## src/rtl/sbg_defines.svh

```systemverilog
/*
 * Constants of the serial baud divider: register offsets, field
 * positions, reset values and prescale counts.
 * Assumes it is included by bare name from the package and modules.
 */
// Overview of operation
// Eight-bit divider by default, sixteen when enabled
// Divisor pair sets free-running timer period
// Divisor is high byte above low byte
// Narrow mode ignores the high divisor byte
// Async rate depends on speed and width
// Async narrow low speed: clock/(64(n+1))
// Async narrow high speed: clock/(16(n+1))
// Async wide low speed: clock/(16(n+1))
// Async wide high speed: clock/(4(n+1))
// Sync mode ignores speed, clock/(4(n+1))
// Formulas for master only; slave uses external
// Sync master drives clock from this divider
// Divisor write clears running timer immediately
// Timer runs from the device clock
// Three receive samples, majority decides level
// Port disabled holds divider in reset
`ifndef SBG_DEFINES_SVH
`define SBG_DEFINES_SVH

// Register offsets on the plain register port
`define SBG_ADDR_TXCTL 3'h0
`define SBG_ADDR_RXCTL 3'h1
`define SBG_ADDR_BAUDCTL 3'h2
`define SBG_ADDR_DIVHI 3'h3
`define SBG_ADDR_DIVLO 3'h4
`define SBG_ADDR_STATUS 3'h5

// Reset values
`define SBG_RST_TXCTL 8'h00
`define SBG_RST_RXCTL 8'h00
`define SBG_RST_BAUDCTL 8'h00
`define SBG_RST_DIV 8'h00

// Transmit control field positions
`define SBG_TX_CLKSRC 7
`define SBG_TX_SYNC 4
`define SBG_TX_HISPEED 2
`define SBG_TX_SHIFT_EMPTY 1
// Receive control field positions
`define SBG_RX_PORTEN 7
// Baud control field positions
`define SBG_BC_IDLE 6
`define SBG_BC_CLKPOL 4
`define SBG_BC_WIDE 3
// Writable masks; other bits read from hardware or as zero
`define SBG_TXCTL_WMASK 8'hFD
`define SBG_RXCTL_WMASK 8'hF8
`define SBG_BAUDCTL_WMASK 8'h9B

// Prescale terminal counts (half of the factor, minus one)
`define SBG_PRE_DIV64 5'h1F
`define SBG_PRE_DIV16 5'h07
`define SBG_PRE_DIV4 5'h01

// Number of majority samples per bit
`define SBG_NUM_SAMPLES 2'h3

`endif

```

## src/rtl/sbg_pkg.sv

```systemverilog
/*
 * Types shared by the serial baud divider modules.
 * Assumes the defines header sits beside it on the include path.
 */
`include "sbg_defines.svh"

package sbg_pkg;
    // Register port address
    typedef logic [2:0] sbg_addr_t;
    // Register byte
    typedef logic [7:0] sbg_byte_t;
    // Division factor selected by the mode bits
    typedef enum {
        SBG_FACT64,
        SBG_FACT16,
        SBG_FACT4
    } sbg_factor_t;
endpackage

```

## src/rtl/sbg_majority.sv

```systemverilog
/*
 * Three-sample majority voter for the receive line.
 * Assumes the line is already synchronised to clk and that the
 * strobe arrives three times per bit.
 */
module sbg_majority (
    input wire logic clk,
    input wire logic arst_n,
    input wire logic ce,
    input wire logic clr,
    input wire logic lineIn,
    input wire logic strobe,
    output logic bitOut,
    output logic bitValid
);
    import sbg_pkg::*;

    // Whole state of the voter
    typedef struct packed {
        logic [2:0] samp;  // Sample history
        logic [1:0] count; // Samples taken this bit
        logic bitOut;      // Voted level
        logic bitValid;    // Vote completed pulse
    } sbg_maj_t;

    sbg_maj_t st_reg;
    sbg_maj_t st_next;

    // Collect samples and vote on the third
    always_comb begin
        st_next = st_reg;
        st_next.bitValid = 1'b0;
        if (clr) begin
            st_next.count = 2'h0;
        end else if (strobe) begin
            st_next.samp = {st_reg.samp[1:0], lineIn};
            if (st_reg.count == `SBG_NUM_SAMPLES - 2'h1) begin
                // Two of three decide the level
                st_next.bitOut = (st_reg.samp[1] & st_reg.samp[0]) |
                    (st_reg.samp[1] & lineIn) |
                    (st_reg.samp[0] & lineIn);
                st_next.bitValid = 1'b1;
                st_next.count = 2'h0;
            end else begin
                st_next.count = st_reg.count + 2'h1;
            end
        end
    end

    // State register, idle line high
    always_ff @(posedge clk or negedge arst_n) begin
        if (!arst_n) begin
            st_reg <= '{samp: 3'h7, count: 2'h0, bitOut: 1'b1,
                bitValid: 1'b0};
        end else if (ce) begin
            st_reg <= st_next;
        end
    end

    assign bitOut = st_reg.bitOut;
    assign bitValid = st_reg.bitValid;
endmodule

```

## src/rtl/sbg_baud_gen.sv

```systemverilog
/*
 * Baud divider of the serial port: control registers, the
 * free-running divider timer, serial clock generation and the
 * receive line sampler.
 * Assumes a single device clock, a plain register port driven on
 * the same clock, and pins that arrive asynchronously.
 */
`include "sbg_defines.svh"

module sbg_baud_gen (
    input wire logic clk,
    input wire logic arst_n,
    input wire logic ce,
    input wire sbg_pkg::sbg_addr_t regAddr,
    input wire sbg_pkg::sbg_byte_t regWrData,
    input wire logic regWr,
    input wire logic regRd,
    output sbg_pkg::sbg_byte_t regRdData,
    input wire logic rxPin,
    input wire logic serClkIn,
    output logic serClkOut,
    output logic serClkOe,
    output logic halfTick,
    output logic baudTick,
    output logic rxBit,
    output logic rxBitValid,
    output logic portEnable
);
    import sbg_pkg::*;

    // Whole state of the divider block
    typedef struct packed {
        sbg_byte_t rdData;  // Read data, one cycle after strobe
        sbg_byte_t txCtl;   // Transmit control register
        sbg_byte_t rxCtl;   // Receive control register
        sbg_byte_t baudCtl; // Baud control register
        sbg_byte_t divHi;   // Divisor high byte
        sbg_byte_t divLo;   // Divisor low byte
        logic [4:0] pre;    // Prescaler count
        logic [15:0] cnt;   // Divider timer count
        logic phase;        // Second half of the bit period
        logic clkLvl;       // Serial clock level before polarity
        logic halfTick;     // Half-period pulse
        logic baudTick;     // Full bit period pulse
        logic rxMeta;       // Receive pin, first stage
        logic rxSync;       // Receive pin, second stage
        logic ckMeta;       // Clock pin, first stage
        logic ckSync;       // Clock pin, second stage
        logic ckDly;        // Clock pin, delayed for edge detect
        logic [1:0] sampLeft; // Majority strobes still to issue
        logic sampStrobe;   // Majority sample strobe
    } sbg_state_t;

    sbg_state_t st_reg;
    sbg_state_t st_next;

    // Decoded mode bits
    logic syncMode;   // Synchronous mode
    logic master;     // Synchronous master
    logic wide;       // Sixteen-bit divider
    logic hiSpeed;    // High speed select
    logic enabled;    // Serial port enable
    logic clkPol;     // Idle level of serial clock
    sbg_factor_t factor; // Selected division factor
    logic [4:0] preTop;  // Prescaler terminal count
    logic [15:0] divisor; // Divisor in use
    logic divWrite;   // Either divisor byte written
    logic preWrap;    // Prescaler at terminal count
    logic cntWrap;    // Divider timer at terminal count
    logic ckEdge;     // Active external clock edge
    logic voteBit;    // Voter level
    logic voteValid;  // Voter completed pulse

    // Mode bits straight from the control registers
    assign syncMode = st_reg.txCtl[`SBG_TX_SYNC];
    assign master = syncMode & st_reg.txCtl[`SBG_TX_CLKSRC];
    assign wide = st_reg.baudCtl[`SBG_BC_WIDE];
    assign hiSpeed = st_reg.txCtl[`SBG_TX_HISPEED];
    assign enabled = st_reg.rxCtl[`SBG_RX_PORTEN];
    assign clkPol = st_reg.baudCtl[`SBG_BC_CLKPOL];

    // High byte only takes part in wide mode
    assign divisor = wide ? {st_reg.divHi, st_reg.divLo}
        : {8'h00, st_reg.divLo};

    // Factor selection from sync, width and speed bits
    always_comb begin
        if (syncMode) begin
            // Speed select has no effect here
            factor = SBG_FACT4;
        end else if (!wide && !hiSpeed) begin
            factor = SBG_FACT64;
        end else if (!wide && hiSpeed) begin
            factor = SBG_FACT16;
        end else if (wide && !hiSpeed) begin
            factor = SBG_FACT16;
        end else begin
            factor = SBG_FACT4;
        end
    end

    // Prescaler runs half the factor, timer toggles twice per bit
    always_comb begin
        unique case (factor)
            SBG_FACT64: preTop = `SBG_PRE_DIV64;
            SBG_FACT16: preTop = `SBG_PRE_DIV16;
            SBG_FACT4: preTop = `SBG_PRE_DIV4;
        endcase
    end

    // Write to either divisor byte restarts the timer
    assign divWrite = regWr && (regAddr == `SBG_ADDR_DIVHI ||
        regAddr == `SBG_ADDR_DIVLO);

    // Wrap conditions; a count above a new smaller divisor wraps too
    assign preWrap = (st_reg.pre >= preTop);
    assign cntWrap = (st_reg.cnt >= divisor);

    // Active edge of the synchronised external clock
    assign ckEdge = (st_reg.ckSync != st_reg.ckDly) &&
        ((st_reg.ckSync ^ clkPol) == 1'b0);

    // Majority voter on the synchronised receive line
    sbg_majority u_majority (
        .clk(clk),
        .arst_n(arst_n),
        .ce(ce),
        .clr(!enabled),
        .lineIn(st_reg.rxSync),
        .strobe(st_reg.sampStrobe),
        .bitOut(voteBit),
        .bitValid(voteValid)
    );

    // Next-state logic for registers, timer and pins
    always_comb begin
        st_next = st_reg;
        st_next.halfTick = 1'b0;
        st_next.baudTick = 1'b0;
        st_next.sampStrobe = 1'b0;
        st_next.rdData = 8'h00;

        // Pin synchronisers
        st_next.rxMeta = rxPin;
        st_next.rxSync = st_reg.rxMeta;
        st_next.ckMeta = serClkIn;
        st_next.ckSync = st_reg.ckMeta;
        st_next.ckDly = st_reg.ckSync;

        // Register writes, masked to writable bits
        if (regWr) begin
            unique case (regAddr)
                `SBG_ADDR_TXCTL: begin
                    st_next.txCtl = regWrData & `SBG_TXCTL_WMASK;
                end
                `SBG_ADDR_RXCTL: begin
                    st_next.rxCtl = regWrData & `SBG_RXCTL_WMASK;
                end
                `SBG_ADDR_BAUDCTL: begin
                    st_next.baudCtl = regWrData & `SBG_BAUDCTL_WMASK;
                end
                `SBG_ADDR_DIVHI: begin
                    st_next.divHi = regWrData;
                end
                `SBG_ADDR_DIVLO: begin
                    st_next.divLo = regWrData;
                end
                default: begin
                    // Unmapped or read-only offset, write ignored
                end
            endcase
        end

        // Register reads, data stand in the following cycle
        if (regRd) begin
            unique case (regAddr)
                `SBG_ADDR_TXCTL: begin
                    // Shift register always reads empty
                    st_next.rdData = st_reg.txCtl |
                        (8'h01 << `SBG_TX_SHIFT_EMPTY);
                end
                `SBG_ADDR_RXCTL: begin
                    st_next.rdData = st_reg.rxCtl;
                end
                `SBG_ADDR_BAUDCTL: begin
                    // Idle flag follows the voted line level
                    st_next.rdData = st_reg.baudCtl |
                        ({7'h00, voteBit} << `SBG_BC_IDLE);
                end
                `SBG_ADDR_DIVHI: begin
                    st_next.rdData = st_reg.divHi;
                end
                `SBG_ADDR_DIVLO: begin
                    st_next.rdData = st_reg.divLo;
                end
                `SBG_ADDR_STATUS: begin
                    // Live divider state
                    st_next.rdData = {4'h0, voteBit, st_reg.rxSync,
                        st_reg.phase, st_reg.clkLvl};
                end
                default: begin
                    // Unmapped offsets read as zero
                    st_next.rdData = 8'h00;
                end
            endcase
        end

        // Divider timer on the device clock
        if (!enabled) begin
            // Port disabled: everything held at rest
            st_next.pre = 5'h00;
            st_next.cnt = 16'h0000;
            st_next.phase = 1'b0;
            st_next.clkLvl = 1'b0;
            st_next.sampLeft = 2'h0;
        end else if (divWrite) begin
            // New divisor takes effect at once
            st_next.pre = 5'h00;
            st_next.cnt = 16'h0000;
            st_next.phase = 1'b0;
            st_next.clkLvl = 1'b0;
            st_next.sampLeft = 2'h0;
        end else if (syncMode && !master) begin
            // Slave: bit clock comes from the other party
            st_next.pre = 5'h00;
            st_next.cnt = 16'h0000;
            st_next.clkLvl = st_reg.ckSync ^ clkPol;
            if (ckEdge) begin
                st_next.baudTick = 1'b1;
                st_next.sampLeft = `SBG_NUM_SAMPLES;
            end
        end else begin
            // Master or asynchronous: free-running timer
            if (preWrap) begin
                st_next.pre = 5'h00;
                if (cntWrap) begin
                    // Overflow marks half a bit period
                    st_next.cnt = 16'h0000;
                    st_next.halfTick = 1'b1;
                    st_next.phase = !st_reg.phase;
                    st_next.clkLvl = !st_reg.phase;
                    if (st_reg.phase) begin
                        st_next.baudTick = 1'b1;
                    end else begin
                        // Mid-bit: start the majority samples
                        st_next.sampLeft = `SBG_NUM_SAMPLES;
                    end
                end else begin
                    st_next.cnt = st_reg.cnt + 16'h0001;
                end
            end else begin
                // Counts device clocks, whatever their rate
                st_next.pre = st_reg.pre + 5'h01;
            end
        end

        // Issue the sample strobes on consecutive cycles
        if (st_reg.sampLeft != 2'h0 && enabled && !divWrite) begin
            st_next.sampStrobe = 1'b1;
            st_next.sampLeft = st_reg.sampLeft - 2'h1;
        end
    end

    // State register
    always_ff @(posedge clk or negedge arst_n) begin
        if (!arst_n) begin
            st_reg <= '{rdData: 8'h00, txCtl: `SBG_RST_TXCTL,
                rxCtl: `SBG_RST_RXCTL, baudCtl: `SBG_RST_BAUDCTL,
                divHi: `SBG_RST_DIV, divLo: `SBG_RST_DIV,
                pre: 5'h00, cnt: 16'h0000, phase: 1'b0,
                clkLvl: 1'b0, halfTick: 1'b0, baudTick: 1'b0,
                rxMeta: 1'b1, rxSync: 1'b1, ckMeta: 1'b0,
                ckSync: 1'b0, ckDly: 1'b0, sampLeft: 2'h0,
                sampStrobe: 1'b0};
        end else if (ce) begin
            st_reg <= st_next;
        end
    end

    // Outputs
    assign regRdData = st_reg.rdData;
    assign halfTick = st_reg.halfTick;
    assign baudTick = st_reg.baudTick;
    assign rxBit = voteBit;
    assign rxBitValid = voteValid;
    assign portEnable = enabled;
    // Master drives the clock line, idle level set by polarity
    assign serClkOut = st_reg.clkLvl ^ clkPol;
    assign serClkOe = master & enabled;
endmodule

```

## config.mk

```make
export PLATFORM = sky130hd
export DESIGN_NAME = sbg_baud_gen
export DESIGN_NICKNAME = d
export VERILOG_FILES = /design/src/rtl/sbg_pkg.sv /design/src/rtl/sbg_majority.sv /design/src/rtl/sbg_baud_gen.sv
export VERILOG_INCLUDE_DIRS = /design/src /design/src/rtl
export SDC_FILE = /design/constraint.sdc
export NUM_CORES = 1
export LEC_CHECK = 0
export BUFFER_PORTS_ARGS = -buffer_cell sky130_fd_sc_hd__buf_2
export CAP_MARGIN = 25
export CORE_ASPECT_RATIO = 1.25
export CORE_MARGIN = 2
export CORE_UTILIZATION = 32
export CTS_BUF_LIST = sky130_fd_sc_hd__clkbuf_4
export DETAILED_ROUTE_END_ITERATION = 12
export SYNTH_ARGS = -nofsm -noshare
export SYNTH_HDL_FRONTEND = slang
export SYNTH_HIERARCHICAL = 1
export SYNTH_SLANG_ARGS = --single-unit
```

## constraint.sdc

```tcl
create_clock -name clk -period 3.6 [get_ports clk]
set_clock_uncertainty 0.1 [all_clocks]
set_input_delay 0.72 -clock clk [delete_from_list [all_inputs] [get_ports clk]]
set_output_delay 0.72 -clock clk [all_outputs]
set_load 0.02 [all_outputs]
```

==> summary.md <==
| Metric | Value |
|---|---|
| Status | `complete, no violations` |
| Die area | `15130 um^2` |
| I/O Buffers | `32` |
| Ys flop type | `dfrtp_1` |
| Fmax | `314.2 MHz` |
| Detailed placer's ending HPWL | `8.329 mm` |
| CTS Buffer Depth | `2` |
| Crit-path max cell delay | `520 ps` |
| Yosys top cell area share | `41.44%` |
| Crit-path leading delay family | `simple AND/OR/NAND/NOR gates` |
| Hold Vio Cnt, Final | `0` |
| Max-slew violations | `0` |
| # placed instances | `630` |
| Final Routed Wirelength | `11.22 mm` |
| Final Cell Area | `5017 um^2` |
| Initial Util | `32.79%` |
| Vias/cell | `5.444` |
| Slew HR | `41.67%` |
| P per Cell Area | `499.8 nW/um^2` |
| Placed instance area | `4801 um^2` |
| Core region area | `13810 um^2` |
| Post-CTS setup repair buffer count | `0` |
| Cell with the most instances after synthesis | `dfrtp_1` |
| Mapped cell area | `4529 um^2` |
| Post-synth EDFFs | `0` |
| Overflow after GRT | `0` |
| Post-route minimum period | `3183 ps` |
| Worst slew pin tran | `871.7 ps` |
| GRT Overall Usage | `15.49%` |
| Setup CP Type | `flip-flop to flip-flop` |
| Sequential fraction of the synthesis area | `44.34%` |
| Worst path cell trace | `ha_1 -> or2_2 -> ha_1 -> inv_1 -> ha_1 -> a21oi_1 -> o22ai_1 -> or2_2 -> nor2_1 -> nand2_1 -> o31ai_1` |
| Drt wl/cell | `17.28 um` |
| Most frequent CP cell | `ha_1` |
| CP required | `3870 ps` |
| Detailed Routing Iterations Pass 1 | `5` |
| I/O pin count | `33` |
| Yosys warns | `6` |
| Max VDD drop | `0.0002315 V` |
| WP buf/inv | `1` |
| Non-filler cells, final | `649` |
| Die Span Y | `137.0 um` |
| Gpl congestion | `0.8516` |
| Vias in the first global route | `3546` |
| Unique masters post-synth | `62` |
| Pleak | `2.268 nW` |
| Area growth, synth to finish | `10.77%` |
| Initial antenna violation count | `1` |
| Multi-input gate area | `2280 um^2` |
| # resized after CTS | `0` |
| Syn Nets | `486` |
| Post-Syn Area per Cell | `10.22 um^2` |
| Most frequent cells after synthesis | `dfrtp_1 (75), nand2_1 (35), mux2_2 (34), o21ai_0 (26), ha_1 (25)` |
| Vias | `3533` |
| Final #Nets | `511` |
| Fill cells | `1402` |
| Clock Sink Count | `80` |
| TritonCTS clock tree | `done` |
| Crit-path max FO | `12` |
| Worst Setup End Kind | `flip-flop` |
| Clock latency on the worst-skew pair | `460 ps` |
| Post-route ant nets | `0` |
| Global-route wire length before repair | `18.39 mm` |
| Site row count | `48` |
| Max H-tree Level | `3` |
| Drt drc | `0` |
| RSZ-0062 raised after global routing | `no` |
| Area contributors post-synth | `dfrtp_1 (41%), mux2_2 (8.5%), ha_1 (6.9%)` |
| CTS clk-pin slew, worst paths | `150 ps` |
| Largest net degree at the start of global routing | `81` |
| Crit path max-delay cell type | `dfrtp_1` |
| Hold crit path type | `primary input to flip-flop` |
| Cells after Synth | `443` |
| Period utilization | `88.41%` |
| CTS root buf | `clkbuf_4` |
| Setup_tns | `0 ps` |
| Register area | `2008 um^2` |
| Startpoint Class | `flip-flop` |
| Async S/R FF share, synth | `100.0%` |
| Number of synthesized register bits | `80` |
| Die width | `110.4 um` |
| Final setup vio count | `0` |
| Largest register FFs | `58` |
| Worst EP arrival | `3450 ps` |
| Max Cap Violations | `0` |
| DRT iter0 DRCs | `282` |
| Total CTS buffers | `9` |
| Cell taking the most area after synthesis | `dfrtp_1` |
| Layout cells sized above 1 | `21.99%` |
## cell type report
class | count | area share [%]
multi-input combinational | 313 | 45.44
antenna | 1 | 0.04988
sequential | 80 | 40.03
clock buffer | 9 | 1.347
timing repair buffer | 39 | 4.738
inverter | 25 | 1.870
tap | 175 | 4.364
clock inverter | 7 | 2.170
## per-layer routing
layer	up-vias	track usage, %	share of wire (%)
met1	1771	19.09	43
li1	1668	-	-
met2	76	26.28	51
met4	0	6.597	2.2
met5	-	0	0
met3	18	3.499	3.8
## stage by stage
step	util [%]	hold slack (ps)	total power, mW	setup WS (ps)
after floorplan	-	324.4	1.654	825.2
after global placement	34.76	370.7	1.826	555.9
after detailed placement	34.76	370.7	1.865	434.4
after CTS	36.03	358.8	2.528	416.9
after global routing	36.32	346.6	2.680	198.9
final	36.32	377.8	2.508	417.2
## power breakdown
group	internal, mW	switching (mW)	leakage (nW)
Sequential	1.05	0.134	1.02
Combinational	0.296	0.367	1.15
Clock	0.298	0.361	0.0954
Total	1.65	0.862	2.27
## cells by family after synthesis
| kind of cell | share of synthesized area [%] |
|---|---|
| XOR/XNOR | 1.740 |
| adder cells (fa/ha/maj) | 7.127 |
| buffers and inverters | 5.331 |
| flip-flops | 44.34 |
| AO/OA/AOI/OAI | 14.42 |
| multiplexers | 11.33 |
| AND/OR/NAND/NOR | 15.72 |
## cells in the final DEF, fill, tap and decap left out, types with 4 or more instances in the layout
master and count:
nand3_1 14, nor3_1 5, nand4_1 16, mux2_2 34, ha_1 25, buf_2 31
and3_1 4, o2bb2ai_1 7, o21ai_1 4, clkbuf_4 9, nor2b_1 4, o22ai_1 6
nor2_1 24, mux2i_1 7, o21ai_0 26, nand2_1 35, xor2_1 9, nor3b_1 5
dfrtp_1 75, dfstp_2 5, a31oi_1 8, or3_1 5, inv_1 24, a21oi_1 21
nand2b_1 7, buf_4 6
## worst reg2reg max path: stages, from the launching register on
cell     delay, ps
dfrtp_1        520
ha_1           240
or2_2          270
ha_1           280
inv_1           50
ha_1           310
a21oi_1        150
o22ai_1        170
or2_2          420
nor2_1         230
nand2_1        110
o31ai_1        240
## path summary, 6_finish.rpt
path	slack (ps)	to	from	cells after the start
min reg2reg	410	regRdData[6]$_DFFE_PN0P_	regRdData[6]$_DFFE_PN0P_	1
max	420	st_reg[31]$_DFFE_PN0P_	st_reg[52]$_DFFE_PN0P_	11
max reg2reg	420	st_reg[31]$_DFFE_PN0P_	st_reg[52]$_DFFE_PN0P_	11
min	380	st_next[4]$_DFFE_PN0P_	serClkIn	2
max in group asynchronous	2240	st_next[6]$_DFFE_PN1P_	arst_n	3
min in group asynchronous	520	st_reg[23]$_DFFE_PN0P_	arst_n	2
## what timing repair did
item / 4_1_cts / 5_1_grt
endpoints found under the setup margin: 0 / 0
hold buffers: 0 / 1
hold endpoints to repair: 0 / 9
No activity file was read; power rests on OpenSTA's default activity.
